<file path="src/bpp_pkg.sv">
// package for the bidirectional port pin logic
package bpp_pkg;
    localparam int P23_W = 8;
    localparam int P4_W = 4;
    localparam logic [7:0] LATCH_RST = 8'hff;
    localparam logic [3:0] LATCH4_RST = 4'hf;
    localparam logic [7:0] PULLUP_RST = 8'hff;
    localparam logic [3:0] PULLUP4_RST = 4'hf;
    localparam int BOOST_CYCLES = 2;
    localparam logic [1:0] BOOST_LOAD = 2'h2;
    localparam int PIN_WR = 6;
    localparam int PIN_RD = 7;
    localparam int PIN_IRQ0 = 2;

    // cpu side write request for one port
    typedef struct packed {
        logic byte_we;
        logic bit_we;
        logic [2:0] bit_sel;
        logic bit_val;
        logic [7:0] wdata;
    } bpp_wr_t;

    // pad drive for an 8-bit port
    typedef struct packed {
        logic [7:0] strong_lo;
        logic [7:0] strong_hi;
        logic [7:0] weak_hi;
    } bpp_drv8_t;

    typedef struct packed {
        logic [3:0] strong_lo;
        logic [3:0] strong_hi;
        logic [3:0] weak_hi;
    } bpp_drv4_t;

    typedef enum logic [1:0] {
        BPP_ADDR_LATCH = 2'b00,
        BPP_ADDR_FULL = 2'b01,
        BPP_ADDR_SHORT = 2'b10
    } bpp_addr_t;
endpackage

</file>
<file path="src/bpp_top.sv">
// port 2/3/4 latch, drive sequencing and pin read logic
`timescale 1ns/100ps
module bpp_top (
    input wire logic clock_i,
    input wire logic rst_n_i,
    input wire logic romless_i,
    input wire logic program_store_strobe_n_i,
    input wire logic ext_access_i,
    input wire bpp_pkg::bpp_addr_t addr_mode_i,
    input wire logic [7:0] addr_high_i,
    input wire logic wr_strobe_used_i,
    input wire logic wr_strobe_n_i,
    input wire logic rd_strobe_n_i,
    input wire logic ext_irq0_en_i,
    input wire logic [7:0] port3_alt_out_i,
    input wire logic [7:0] port3_alt_en_i,
    input wire bpp_pkg::bpp_wr_t port2_wr_i,
    input wire bpp_pkg::bpp_wr_t port3_wr_i,
    input wire bpp_pkg::bpp_wr_t port4_wr_i,
    input wire logic [7:0] port2_pullup_select_i,
    input wire logic [7:0] port3_pullup_select_i,
    input wire logic [3:0] port4_pullup_select_i,
    input wire logic rmw_read_i,
    input wire logic [7:0] port2_pin_i,
    input wire logic [7:0] port3_pin_i,
    input wire logic [3:0] port4_pin_i,
    output logic [7:0] port2_rdata_o,
    output logic [7:0] port3_rdata_o,
    output logic [3:0] port4_rdata_o,
    output bpp_pkg::bpp_drv8_t port2_drv_o,
    output bpp_pkg::bpp_drv8_t port3_drv_o,
    output bpp_pkg::bpp_drv4_t port4_drv_o,
    output logic ext_irq0_n_o
);
    // ------------------------------------------------------------
    // state
    // ------------------------------------------------------------
    typedef struct packed {
        logic [7:0] p2_s1;
        logic [7:0] p2_s2;
        logic [7:0] p3_s1;
        logic [7:0] p3_s2;
        logic [3:0] p4_s1;
        logic [3:0] p4_s2;
        logic [1:0] program_store_strobe_n_sync;
        logic program_store_strobe_n_prev;
        logic romless_hold;
        logic [7:0] port2_latch;
        logic [7:0] port3_latch;
        logic [3:0] port4_latch;
        logic [7:0] p2_eff_prev;
        logic [7:0] p3_eff_prev;
        logic [3:0] p4_eff_prev;
        logic [7:0][1:0] p2_boost;
        logic [7:0][1:0] p3_boost;
        logic [3:0][1:0] p4_boost;
        logic [7:0] port2_rdata;
        logic [7:0] port3_rdata;
        logic [3:0] port4_rdata;
        bpp_pkg::bpp_drv8_t p2_drv;
        bpp_pkg::bpp_drv8_t p3_drv;
        bpp_pkg::bpp_drv4_t p4_drv;
        logic irq0_n;
    } bpp_state_t;

    bpp_state_t s_q;
    bpp_state_t s_d;
    logic rst_n;
    logic [1:0] rst_ff_q;

    // ------------------------------------------------------------
    // reset release
    // ------------------------------------------------------------
    always_ff @(posedge clock_i or negedge rst_n_i)
    begin
        if (!rst_n_i)
            rst_ff_q <= 2'h0;
        else
            rst_ff_q <= {rst_ff_q[0], 1'b1};
    end
    assign rst_n = rst_ff_q[1];

    // byte write wins over a bit write landing in the same cycle
    function automatic logic [7:0] apply_wr(input logic [7:0] cur, input bpp_pkg::bpp_wr_t w);
        logic [7:0] r;
        r = cur;
        if (w.byte_we)
            r = w.wdata;
        else if (w.bit_we)
            r[w.bit_sel] = w.bit_val;
        return r;
    endfunction

    logic [7:0] p2_eff;
    logic [7:0] p3_eff;
    logic [3:0] p4_eff;
    logic program_store_strobe_n_rise;
    logic [7:0] tmp4;

    always_comb
    begin
        s_d = s_q;
        tmp4 = 8'h00;
        // pin inputs pass two flops before use
        s_d.p2_s1 = port2_pin_i;
        s_d.p2_s2 = s_q.p2_s1;
        s_d.p3_s1 = port3_pin_i;
        s_d.p3_s2 = s_q.p3_s1;
        s_d.p4_s1 = port4_pin_i;
        s_d.p4_s2 = s_q.p4_s1;
        s_d.program_store_strobe_n_sync = {s_q.program_store_strobe_n_sync[0], program_store_strobe_n_i};
        s_d.program_store_strobe_n_prev = s_q.program_store_strobe_n_sync[1];
        program_store_strobe_n_rise = s_q.program_store_strobe_n_sync[1] && !s_q.program_store_strobe_n_prev;

        // bit writes merge into the full byte, then store it
        s_d.port2_latch = apply_wr(s_q.port2_latch, port2_wr_i);
        s_d.port3_latch = apply_wr(s_q.port3_latch, port3_wr_i);
        tmp4 = apply_wr({4'h0, s_q.port4_latch}, port4_wr_i);
        s_d.port4_latch = tmp4[3:0];
        // a full-address access leaves the address in the latch
        if (ext_access_i && addr_mode_i == bpp_pkg::BPP_ADDR_FULL)
            s_d.port2_latch = addr_high_i;

        // romless part: strong drive latched after program strobe rises
        if (!romless_i)
            s_d.romless_hold = 1'b0;
        else if (program_store_strobe_n_rise)
            s_d.romless_hold = 1'b1;

        // port2 effective output value
        p2_eff = s_q.port2_latch;
        if (ext_access_i && addr_mode_i == bpp_pkg::BPP_ADDR_FULL)
            p2_eff = addr_high_i;
        else if (ext_access_i && addr_mode_i == bpp_pkg::BPP_ADDR_SHORT)
            p2_eff = s_q.port2_latch;

        // port3 alternate outputs gated by latch
        p3_eff = s_q.port3_latch;
        for (int i = 0; i < bpp_pkg::P23_W; i++)
        begin
            if (port3_alt_en_i[i])
                p3_eff[i] = s_q.port3_latch[i] & port3_alt_out_i[i];
        end
        // read strobe idles high, so pin 7 acts as plain i/o between accesses
        // strobes take pins 7 and 6; pin 6 stays i/o if write unused
        p3_eff[bpp_pkg::PIN_RD] = s_q.port3_latch[bpp_pkg::PIN_RD] & rd_strobe_n_i;
        if (wr_strobe_used_i)
            p3_eff[bpp_pkg::PIN_WR] = s_q.port3_latch[bpp_pkg::PIN_WR] & wr_strobe_n_i;
        p4_eff = s_q.port4_latch;
        s_d.p2_eff_prev = p2_eff;
        s_d.p3_eff_prev = p3_eff;
        s_d.p4_eff_prev = p4_eff;

        // drive sequencing: low strong, boost two cycles, then weak
        for (int i = 0; i < bpp_pkg::P23_W; i++)
        begin
            // rising edge loads the boost counter
            if (p2_eff[i] && !s_q.p2_eff_prev[i])
                s_d.p2_boost[i] = bpp_pkg::BOOST_LOAD;
            else if (!p2_eff[i])
                s_d.p2_boost[i] = 2'h0;
            else if (s_q.p2_boost[i] != 2'h0)
                s_d.p2_boost[i] = s_q.p2_boost[i] - 2'h1;
            if (p3_eff[i] && !s_q.p3_eff_prev[i])
                s_d.p3_boost[i] = bpp_pkg::BOOST_LOAD;
            else if (!p3_eff[i])
                s_d.p3_boost[i] = 2'h0;
            else if (s_q.p3_boost[i] != 2'h0)
                s_d.p3_boost[i] = s_q.p3_boost[i] - 2'h1;
        end
        for (int i = 0; i < bpp_pkg::P4_W; i++)
        begin
            if (p4_eff[i] && !s_q.p4_eff_prev[i])
                s_d.p4_boost[i] = bpp_pkg::BOOST_LOAD;
            else if (!p4_eff[i])
                s_d.p4_boost[i] = 2'h0;
            else if (s_q.p4_boost[i] != 2'h0)
                s_d.p4_boost[i] = s_q.p4_boost[i] - 2'h1;
        end
        for (int i = 0; i < bpp_pkg::P23_W; i++)
        begin
            s_d.p2_drv.strong_lo[i] = !p2_eff[i];
            s_d.p2_drv.strong_hi[i] = (p2_eff[i] && s_d.p2_boost[i] != 2'h0)
                || (s_d.romless_hold && p2_eff[i]);
            // weak hold as on ports one to four; port zero float not built
            // weak hold only where the select bit enables it
            s_d.p2_drv.weak_hi[i] = p2_eff[i] && port2_pullup_select_i[i]
                && !s_d.p2_drv.strong_hi[i];
            s_d.p3_drv.strong_lo[i] = !p3_eff[i];
            s_d.p3_drv.strong_hi[i] = p3_eff[i] && s_d.p3_boost[i] != 2'h0;
            s_d.p3_drv.weak_hi[i] = p3_eff[i] && port3_pullup_select_i[i]
                && !s_d.p3_drv.strong_hi[i];
        end
        for (int i = 0; i < bpp_pkg::P4_W; i++)
        begin
            s_d.p4_drv.strong_lo[i] = !p4_eff[i];
            s_d.p4_drv.strong_hi[i] = p4_eff[i] && s_d.p4_boost[i] != 2'h0;
            s_d.p4_drv.weak_hi[i] = p4_eff[i] && port4_pullup_select_i[i]
                && !s_d.p4_drv.strong_hi[i];
        end

        // reads: latch for read-modify-write, pins otherwise
        s_d.port2_rdata = rmw_read_i ? s_q.port2_latch : s_q.p2_s2;
        s_d.port3_rdata = rmw_read_i ? s_q.port3_latch : s_q.p3_s2;
        s_d.port4_rdata = rmw_read_i ? s_q.port4_latch : s_q.p4_s2;

        // irq0 from pin 2 only when enabled and latch high
        s_d.irq0_n = !(ext_irq0_en_i && s_q.port3_latch[bpp_pkg::PIN_IRQ0]
            && !s_q.p3_s2[bpp_pkg::PIN_IRQ0]);
    end

    always_ff @(posedge clock_i or negedge rst_n)
    begin
        if (!rst_n)
        begin
            // latches come up at one so every pin wakes as an input, weak-held only where its select bit is set
            s_q <= '0;
            s_q.port2_latch <= bpp_pkg::LATCH_RST;
            s_q.port3_latch <= bpp_pkg::LATCH_RST;
            s_q.port4_latch <= bpp_pkg::LATCH4_RST;
            s_q.p2_eff_prev <= bpp_pkg::LATCH_RST;
            s_q.p3_eff_prev <= bpp_pkg::LATCH_RST;
            s_q.p4_eff_prev <= bpp_pkg::LATCH4_RST;
            s_q.program_store_strobe_n_sync <= 2'h3;
            s_q.program_store_strobe_n_prev <= 1'b1;
            s_q.irq0_n <= 1'b1;
        end
        else
            s_q <= s_d;
    end

    // ------------------------------------------------------------
    // outputs, straight from the state flops
    // ------------------------------------------------------------
    assign port2_rdata_o = s_q.port2_rdata;
    assign port3_rdata_o = s_q.port3_rdata;
    assign port4_rdata_o = s_q.port4_rdata;
    assign port2_drv_o = s_q.p2_drv;
    assign port3_drv_o = s_q.p3_drv;
    assign port4_drv_o = s_q.p4_drv;
    assign ext_irq0_n_o = s_q.irq0_n;

    // ------------------------------------------------------------
    // checks
    // ------------------------------------------------------------
    // a rising strong drive on port2 pin 0 lasts two cycles unless the latch bit drops
    boost_len_a: assert property (@(posedge clock_i) disable iff (!rst_n)
        $rose(s_q.p2_drv.strong_hi[0]) && !s_q.romless_hold |=>
        s_q.p2_drv.strong_hi[0] ##1 !s_q.p2_drv.strong_hi[0] || !s_q.port2_latch[0])
        else $error("boost not two cycles");
    low_strong_a: assert property (@(posedge clock_i) disable iff (!rst_n)
        !s_q.port4_latch[0] |=> s_q.p4_drv.strong_lo[0])
        else $error("pull-down missing");
    weak_sel_a: assert property (@(posedge clock_i) disable iff (!rst_n)
        !port3_pullup_select_i[1] |=> !s_q.p3_drv.weak_hi[1])
        else $error("weak pull-up while deselected");
    rmw_read_a: assert property (@(posedge clock_i) disable iff (!rst_n)
        rmw_read_i |=> port3_rdata_o == $past(s_q.port3_latch))
        else $error("rmw read not latch");
    pin_read_a: assert property (@(posedge clock_i) disable iff (!rst_n)
        !rmw_read_i |=> port2_rdata_o == $past(s_q.p2_s2))
        else $error("pin read wrong");
    irq_gate_a: assert property (@(posedge clock_i) disable iff (!rst_n)
        !ext_irq0_en_i |=> ext_irq0_n_o)
        else $error("irq0 while disabled");
    alt_block_a: assert property (@(posedge clock_i) disable iff (!rst_n)
        !s_q.port3_latch[bpp_pkg::PIN_RD] |=> s_q.p3_drv.strong_lo[bpp_pkg::PIN_RD])
        else $error("alternate not blocked");
    bit_write_a: assert property (@(posedge clock_i) disable iff (!rst_n)
        port3_wr_i.bit_we && !port3_wr_i.byte_we |=>
        s_q.port3_latch[$past(port3_wr_i.bit_sel)] == $past(port3_wr_i.bit_val))
        else $error("bit write lost");

    // external access and romless drive
    full_addr_a: assert property (@(posedge clock_i) disable iff (!rst_n)
        ext_access_i && addr_mode_i == bpp_pkg::BPP_ADDR_FULL |=>
        s_q.p2_drv.strong_lo == ~$past(addr_high_i))
        else $error("high address not driven");
    short_addr_a: assert property (@(posedge clock_i) disable iff (!rst_n)
        ext_access_i && addr_mode_i == bpp_pkg::BPP_ADDR_SHORT |=>
        s_q.p2_drv.strong_lo == ~$past(s_q.port2_latch))
        else $error("short access not latch");
    latch_overwrite_a: assert property (@(posedge clock_i) disable iff (!rst_n)
        ext_access_i && addr_mode_i == bpp_pkg::BPP_ADDR_FULL |=>
        s_q.port2_latch == $past(addr_high_i))
        else $error("latch not overwritten");
    romless_drive_a: assert property (@(posedge clock_i) disable iff (!rst_n)
        s_q.romless_hold && romless_i |=> s_q.p2_drv.strong_hi == $past(p2_eff))
        else $error("romless drive not strong");

    // port three strobes, alternates and interrupt
    rd_strobe_a: assert property (@(posedge clock_i) disable iff (!rst_n)
        !rd_strobe_n_i |=> s_q.p3_drv.strong_lo[bpp_pkg::PIN_RD])
        else $error("read strobe not on pin");
    wr_pin_io_a: assert property (@(posedge clock_i) disable iff (!rst_n)
        !wr_strobe_used_i && s_q.port3_latch[bpp_pkg::PIN_WR]
        && !port3_alt_en_i[bpp_pkg::PIN_WR] |=> !s_q.p3_drv.strong_lo[bpp_pkg::PIN_WR])
        else $error("unused write strobe on pin");
    alt_out_a: assert property (@(posedge clock_i) disable iff (!rst_n)
        port3_alt_en_i[0] && !port3_alt_out_i[0] |=> s_q.p3_drv.strong_lo[0])
        else $error("alternate low not driven");
    irq_fire_a: assert property (@(posedge clock_i) disable iff (!rst_n)
        ext_irq0_en_i && s_q.port3_latch[bpp_pkg::PIN_IRQ0]
        && !s_q.p3_s2[bpp_pkg::PIN_IRQ0] |=> !ext_irq0_n_o)
        else $error("irq0 not raised");

    // pull-ups, writes and reads
    p2_pullup_a: assert property (@(posedge clock_i) disable iff (!rst_n)
        !port2_pullup_select_i[0] |=> !s_q.p2_drv.weak_hi[0])
        else $error("port2 pull-up not off");
    p4_pullup_a: assert property (@(posedge clock_i) disable iff (!rst_n)
        !port4_pullup_select_i[1] |=> !s_q.p4_drv.weak_hi[1])
        else $error("port4 pull-up not off");
    byte_write_a: assert property (@(posedge clock_i) disable iff (!rst_n)
        port4_wr_i.byte_we |=> s_q.port4_latch == $past(port4_wr_i.wdata[3:0]))
        else $error("byte write lost");
    rmw4_read_a: assert property (@(posedge clock_i) disable iff (!rst_n)
        rmw_read_i |=> port4_rdata_o == $past(s_q.port4_latch))
        else $error("port4 rmw read not latch");
    pin3_read_a: assert property (@(posedge clock_i) disable iff (!rst_n)
        !rmw_read_i |=> port3_rdata_o == $past(s_q.p3_s2))
        else $error("port3 pin read wrong");
endmodule // bpp_top

</file>
<file path="config.mk">
export PLATFORM = sky130hd
export DESIGN_NAME = bpp_top
export DESIGN_NICKNAME = d
export VERILOG_FILES = /design/src/bpp_pkg.sv /design/src/bpp_top.sv
export SDC_FILE = /design/constraint.sdc
export NUM_CORES = 1
export LEC_CHECK = 0
export BUFFER_PORTS_ARGS = -buffer_cell sky130_fd_sc_hd__buf_2
export CAP_MARGIN = 20
export CORE_MARGIN = 2
export CORE_UTILIZATION = 55
export DETAILED_ROUTE_END_ITERATION = 10
export PLACE_DENSITY = 0.82
export SLEW_MARGIN = 10
export SYNTH_ARGS = -nofsm -noshare
export SYNTH_HDL_FRONTEND = slang
export SYNTH_SLANG_ARGS = --single-unit
</file>
<file path="constraint.sdc">
create_clock -name clock_i -period 12.6 [get_ports clock_i]
set_input_delay 0.63 -clock clock_i [delete_from_list [all_inputs] [get_ports clock_i]]
set_output_delay 0.63 -clock clock_i [all_outputs]
set_load 0.02 [all_outputs]
</file>
==> flow_summary_export.csv, run 1 <==
group,metric,value,unit
status,outcome,"complete, no violations",
sta,rsz0062_at_grt,"no",
synthesis,syn-cell-area,7880,um^2
power,p_sw_share,24.6,%
synthesis,synth_compound_area_share,6.03,%
synthesis,synth-simple-area-share,10.8,%
drt,drtIter0Drc,289,
clock_tree,cts_tree,"built",
global_routing,grt_usage,20.0,%
sta,setup-tns-final,0,ns
sta,relSlewSlack,52.4,%
power,comb_power_share,11.2,%
run,drv_cap,0,
power,p_per_area,165,nW/um^2
finish,fill_cells,1045,
worst_setup_path,crit_type,"reg2async",
sta,hold_viol,0,
worst_setup_path,crit_fanout,67,
sta,fmax,478,MHz
worst_setup_path,rrSetupSlack,10.51,ns
clock_tree,cts.htree.levels,1,
synthesis,synth_xor_area_share,0,%
sta,setup_viol,0,
global_routing,first_global_vias,4942,
clock_tree,cts_root_buf,"clkbuf_16",
hold_path,hold-path-endpoint,"s_d[176]",
sta,tightest_slew,0.703,ns
worst_setup_path,cp_slowest_cell,"dfrtp_4",
global_routing,grt_antenna_before_repair,1,
worst_setup_path,critPathArrivalTime,2.69,ns
synthesis,synth_area_leader_cell,"dfrtp_1",
synthesis,synth_top_area_share,51.7,%
synthesis,synthTopCellsByArea,"dfrtp_1, dfstp_2, buf_4",
synthesis,synth-edff-count,0,
die,io_pins,199,
synthesis,synth-seq-area-share,66.4,%
clock_tree,insertion_delay,0.48,ns
global_routing,grt_pass1_wl,24.0,mm
sta,layout_min_cycle_time,2.09,ns
clock_tree,post_cts_resized,0,
placement,dp_hpwl,10.3,mm
worst_setup_path,cp_cell_sequence,"buf_4 > buf_16 > buf_4 > buf_16",
hold_path,hold_depth,1,
synthesis,syn_nets,723,
power,fin_total_pwr,1.51,mW
power,ir_worst_vdd,0.112,mV
worst_setup_path,cp-end-kind,"asynchronous set/reset pin",
clock_tree,clkTransAtPathRegs,0.06,ns
power,p_seq_share,50.6,%
synthesis,async_flop_share,100,%
drt,drc,0,
power,pwr-share-clk,38.1,%
worst_setup_path,worst_ep_required_time,13.20,ns
finish,final_layout_size_suffix_gt1_share,41.8,%
die,start_util,56.6,%
synthesis,synth_commonest_cells,"dfrtp_1, buf_4, nand2_1",
drt,postRouteAntennaNets,0,
finish,synthToLayoutAreaGrowth,15.8,%
die,die_y,124,um
sta,skew,0.00647,ns
synthesis,synthAdderAreaFrac,0,%
worst_setup_path,rr_startpoint,"rst_ff_q[1]",
global_routing,grt_overflow_total,0,
synthesis,synth_cell_type_count,41,
clock_tree,cts.path.max_buffers,3,
drt,vias,4663,
synthesis,synth_top_family_by_area,"simple AND/OR/NAND/NOR gates",
hold_path,hold_start,"port3_pin_i[3]",
synthesis,synth.area.mux_share,6.13,%
sta,period_share,16.6,%
power,cell_internal_pwr,1.14,mW
sta,drv_slew,0,
worst_setup_path,cp-start-kind,"register",
worst_setup_path,ff2ff_path_depth,4,
placement,place.gp.congestion,0.832,
worst_setup_path,r2r-end,"s_q[126]",
clock_tree,cts_sinks,207,
die,fp.dieW,124,um
clock_tree,post_cts_buffers,0,
global_routing,grt_max_degree,86,
synthesis,ys_ff_latch,207,
synthesis,ys_warn_count,0,
drt,routedWlPerCell,16.1,um
worst_setup_path,max_stage_delay,0.74,ns
finish,fin_nets,851,
power,p_leak,4.41,nW
die,core_area,13900,um^2
clock_tree,numCtsBuffers,21,
power,switchingPower,371,uW
synthesis,syn_area_per_cell,13.0,um^2
placement,portBuffers,192,
drt,first_pass_iters,6,
hold_path,hold_path_class,"in2reg",
drt,routed_wl,14.9,mm
drt,viasPerCell,5.02,
die,dieArea,15300,um^2
die,std_cell_rows,43,
synthesis,synth_most_common_cell,"dfrtp_1",
synthesis,synth_ff_type,"dfrtp_1",
clock_tree,hold_buffers,1,
synthesis,syn_inst,605,
## stage by stage
step                      setup slack, ns  utilization (%)  cells  hold WS [ns]  area [um^2]
after floorplan                      6.48                -    605         0.331         7880
after global placement               9.96             60.4    887         0.289         8410
after detailed placement             9.81             60.4    887         0.309         8410
after CTS                            9.80             65.1    925         0.231         9070
after global routing                10.21             65.5    927         0.224         9120
final                               10.51             65.5    928         0.248         9130
## logic make-up (layout without fill, tap and decap cells)
family          count (synthesis)  count (layout)
mux                            42              42
buf+inv                       133             275
other cells                     1               2
simple gates                  149             149
compound gates                 73              73
flops                         207             207
## layout by cell type (no fill, tap or decap), types with 5 or more instances in the layout
master,netlist,routed
buf_2,4,192
dfrtp_1,163,162
nand2_1,58,58
dfstp_2,44,44
inv_1,40,40
a21oi_1,25,25
clkbuf_16,0,21
mux2_2,20,20
mux2i_1,19,19
o21ai_0,17,17
nor3_1,13,13
nor2_1,12,12
nand2b_1,10,10
nor3b_1,9,9
nor4b_1,9,9
nor2b_1,9,9
o21ba_2,8,8
nor4bb_1,6,6
clkbuf_1,6,6
o21ai_1,5,5
nand4b_1,5,5
a221o_1,5,5
clkbuf_8,0,5
## cell type report
type                    instances  area, um^2  area share (%)
repair buffers                198        1050            11.5
clock buffers                  32         617            6.76
clock inverters                 5        28.8           0.315
diodes                          1        2.50          0.0274
well taps                     180         225            2.47
flip-flops and latches        207        5240            57.4
multi-input cells             265        1820            19.9
inverters                      40         150            1.65
## power by group through the flow
stage	sequential (mW)	combinational [mW]	clock, mW
5_1_grt	0.771	0.187	0.618
4_1_cts	0.764	0.170	0.589
2_1_floorplan	0.772	0.134	0
3_3_place_gp	0.770	0.161	0
3_5_place_dp	0.774	0.168	0
6_report	0.763	0.169	0.575
## worst max path at each step
stage	startpoint	endpoint	slack [ns]	cells past startpoint
after floorplan	rst_ff_q[1]	port2_drv_o[0]	6.48	0
after global placement	rst_ff_q[1]	s_q[97]	9.96	2
after detailed placement	rst_ff_q[1]	s_q[98]	9.81	2
after CTS	rst_ff_q[1]	port3_drv_o[12]	9.80	2
after global routing	rst_ff_q[1]	s_q[126]	10.21	4
final	rst_ff_q[1]	s_q[126]	10.51	4
## worst max-delay path: cells and delay by family (launching register included)
family	cells	cell delay, ns
flip-flops	1	0.74
buffers and inverters	4	1.38
## sequential cells by signal (all words and copies together) (netlist names)
register       cells
ext_irq0_n_o       1
p4_eff             4
port2_drv_o       24
port2_rdata_o      8
port3_drv_o       24
port3_rdata_o      8
port4_drv_o       12
port4_rdata_o      4
rst_ff_q           2
s_d               22
s_q               98
## metal layers
| layer | wire length, um | global-route usage (%) |
|---|---|---|
| met1 | 5990 | 25.4 |
| met2 | 7670 | 34.5 |
| met3 | 943 | 4.81 |
| met4 | 310 | 5.40 |
| met5 | 7 | 0 |
No activity file was read; power rests on OpenSTA's default activity.
==> run 2, diff against run 1 <==
ABC_AREA = 1   (was not set)
CORE_UTILIZATION = 53   (was 55)
PLACE_DENSITY = 0.79   (was 0.82)
clock period = 2.07 ns   (was 12.6 ns; I/O delays follow)
==> run 2 against run 1 <==
First-iteration DRC count grew 9.3%. Synthesized cell count grew 29%. Design area grew 15%. Area after synthesis grew 2.1%. Clock skew increased by 0.0058 ns. Routed wire length grew 21%. Clock power rose to 6.3 times the previous value. Register-to-register slack worse by 10 ns. Utilization up 4.6 points. Maximum frequency is 25% higher. Power rose to 6.3 times the previous value.
==> flow_summary_export.csv, run 2 <==
group,metric,value,unit
status,outcome,"complete, no violations",
synthesis,syn_area_per_cell,10.3,um^2
worst_setup_path,crit_type,"reg2reg",
placement,dp_hpwl,10.7,mm
synthesis,synth_area_leader_cell,"dfrtp_1",
sta,setup_viol,0,
drt,drtIter0Drc,316,
finish,mostFrequentLayoutCells,"buf_2, dfrtp_1, nand2_1",
synthesis,synth_most_common_cell,"dfrtp_1",
die,start_util,53.5,%
finish,synthToLayoutAreaGrowth,30.9,%
placement,placed_cells,1077,
synthesis,async_flop_share,100,%
hold_path,hold_start,"port2_wr_i[11]",
synthesis,synthTopCellsByArea,"dfrtp_1, dfstp_2, buf_4",
clock_tree,cts_sinks,207,
synthesis,syn_inst,780,
synthesis,ys_ff_latch,207,
worst_setup_path,rr_startpoint,"s_q[156]",
synthesis,synth_ff_type,"dfrtp_1",
placement,place.gp.congestion,0.875,
clock_tree,hold_buffers,112,
finish,instances_no_fill,1230,
finish,final_layout_size_suffix_gt1_share,30.1,%
placement,portBuffers,192,
sta,hold_viol,0,
sta,tightest_slew,0.637,ns
synthesis,syn_nets,898,
sta,fmax,595,MHz
synthesis,syn-cell-area,8050,um^2
die,io_pins,199,
power,p_leak,5.34,nW
sta,period_share,81.2,%
synthesis,ys_warn_count,0,
clock_tree,cts.path.max_buffers,3,
drt,first_pass_iters,7,
die,die_y,127,um
global_routing,first_global_vias,6227,
global_routing,grt_pass1_wl,29.6,mm
clock_tree,cts.htree.levels,1,
worst_setup_path,crit_start,"s_q[156]",
synthesis,synth_commonest_cells,"dfrtp_1, nand2_1, nor2_1",
sta,setup-tns-final,0,ns
global_routing,grt_antenna_before_repair,1,
clock_tree,numCtsBuffers,22,
die,std_cell_rows,45,
finish,fin_nets,1143,
finish,final_common_cell,"buf_2",
worst_setup_path,cp-start-kind,"register",
synthesis,synth-seq-area-share,65.0,%
power,p_per_area,906,nW/um^2
hold_path,hold_path_class,"in2reg",
sta,drv_slew,0,
global_routing,grt_overflow_total,0,
clock_tree,cts_root_buf,"clkbuf_16",
sta,rsz0062_at_grt,"no",
clock_tree,clkTransAtPathRegs,0.06,ns
drt,postRouteAntennaNets,0,
clock_tree,post_cts_resized,0,
drt,routedWlPerCell,14.7,um
die,core_area,15000,um^2
drt,viasPerCell,4.88,
global_routing,grt_usage,22.8,%
worst_setup_path,critPathArrivalTime,2.10,ns
worst_setup_path,cp-end-kind,"register",
finish,utilization,70.1,%
sta,skew,0.0123,ns
global_routing,grt_max_degree,44,
drt,routed_wl,18.0,mm
worst_setup_path,worst_ep_required_time,2.49,ns
synthesis,synth-edff-count,0,
synthesis,synth_top_area_share,50.7,%
finish,regMostFlops,"s_q",
drt,vias,5999,
clock_tree,cts_tree,"built",
sta,relSlewSlack,57.5,%
synthesis,synth_cell_type_count,30,
clock_tree,insertion_delay,0.49,ns
worst_setup_path,crit_fanout,4,
die,dieArea,16200,um^2
drt,drc,0,
sta,layout_min_cycle_time,1.68,ns
run,drv_cap,0,
power,ir_worst_vdd,0.751,mV
finish,largest_reg_flops,98,
clock_tree,post_cts_buffers,0,
die,fp.dieW,127,um
## run 2: changes by cell type after synthesis, sizes merged, moves of 10 or more
cell / delta
nand2: +97
nor2: +85
inv: +49
nand3: +26
mux2i: -22
a21oi: +21
mux2: -15
nor4b: -13
nor3: -11
nand2b: -10
## run 2: kinds of logic after synthesis
logic type | share of synthesized area, %
compound gates | 5.78
buf+inv | 12.4
flops | 65.0
mux | 0.699
other cells | 0.0466
simple gates | 16.1
## run 2: final cells by class
cell class                      instances  area (um^2)
Inverter                               89          334
Fill cell                            1023         4500
Tap cell                              188          235
Clock buffer                           32          629
Sequential cell                       207         5240
Antenna cell                            1         2.50
Timing Repair Buffer                  314         2230
Multi-Input combinational cell        391         1820
Clock inverter                          8         46.3
## run 2: final timing paths
path,end,slack [ns],cells after the start
setup / recovery,port2_drv_o[3],0.39,5
hold / removal,s_q[157],0.03,5
setup reg to reg,port2_drv_o[3],0.39,5
hold reg to reg,s_q[193],0.34,0
max in group asynchronous,s_q[137],1.02,1
min in group asynchronous,port2_rdata_o[6],0.36,0
## run 2: critical path, stage by stage (launching register included)
cell and delay [ns]:
dfstp_2 0.52, inv_1 0.06, o21ai_2 0.22, nand2_1 0.12, dlygate4sd3_1 0.60, nor2_1 0.09
## run 2: where the power goes
group	internal (mW)	switching [mW]	total, mW
Clock	2.12	1.52	3.64
Combinational	0.532	0.761	1.29
Sequential	4.45	0.164	4.62
## run 2: per-stage QoR
| stage | instance area, um^2 | hold slack, ns | worst slack [ns] | total power [mW] |
|---|---|---|---|---|
| finish | 10500 | 0.0304 | 0.389 | 9.55 |
| global route | 10500 | 0.0584 | 0.348 | 9.97 |
| CTS | 10500 | 0.0104 | 0.489 | 9.58 |
| detailed placement | 8740 | -0.109 | 0.690 | 5.76 |
| global placement | 8740 | -0.111 | 0.766 | 5.72 |
| floorplan | 8050 | -0.192 | -0.0129 | 5.52 |
## run 2: routing by layer
metal / routed length [um] / global-route usage [%] / up-vias
li1: - / - / 2840
met1: 7030 / 27.8 / 2856
met2: 9270 / 39.8 / 233
met3: 997 / 4.06 / 70
met4: 735 / 10.5 / 0
met5: 0 / 0 / -
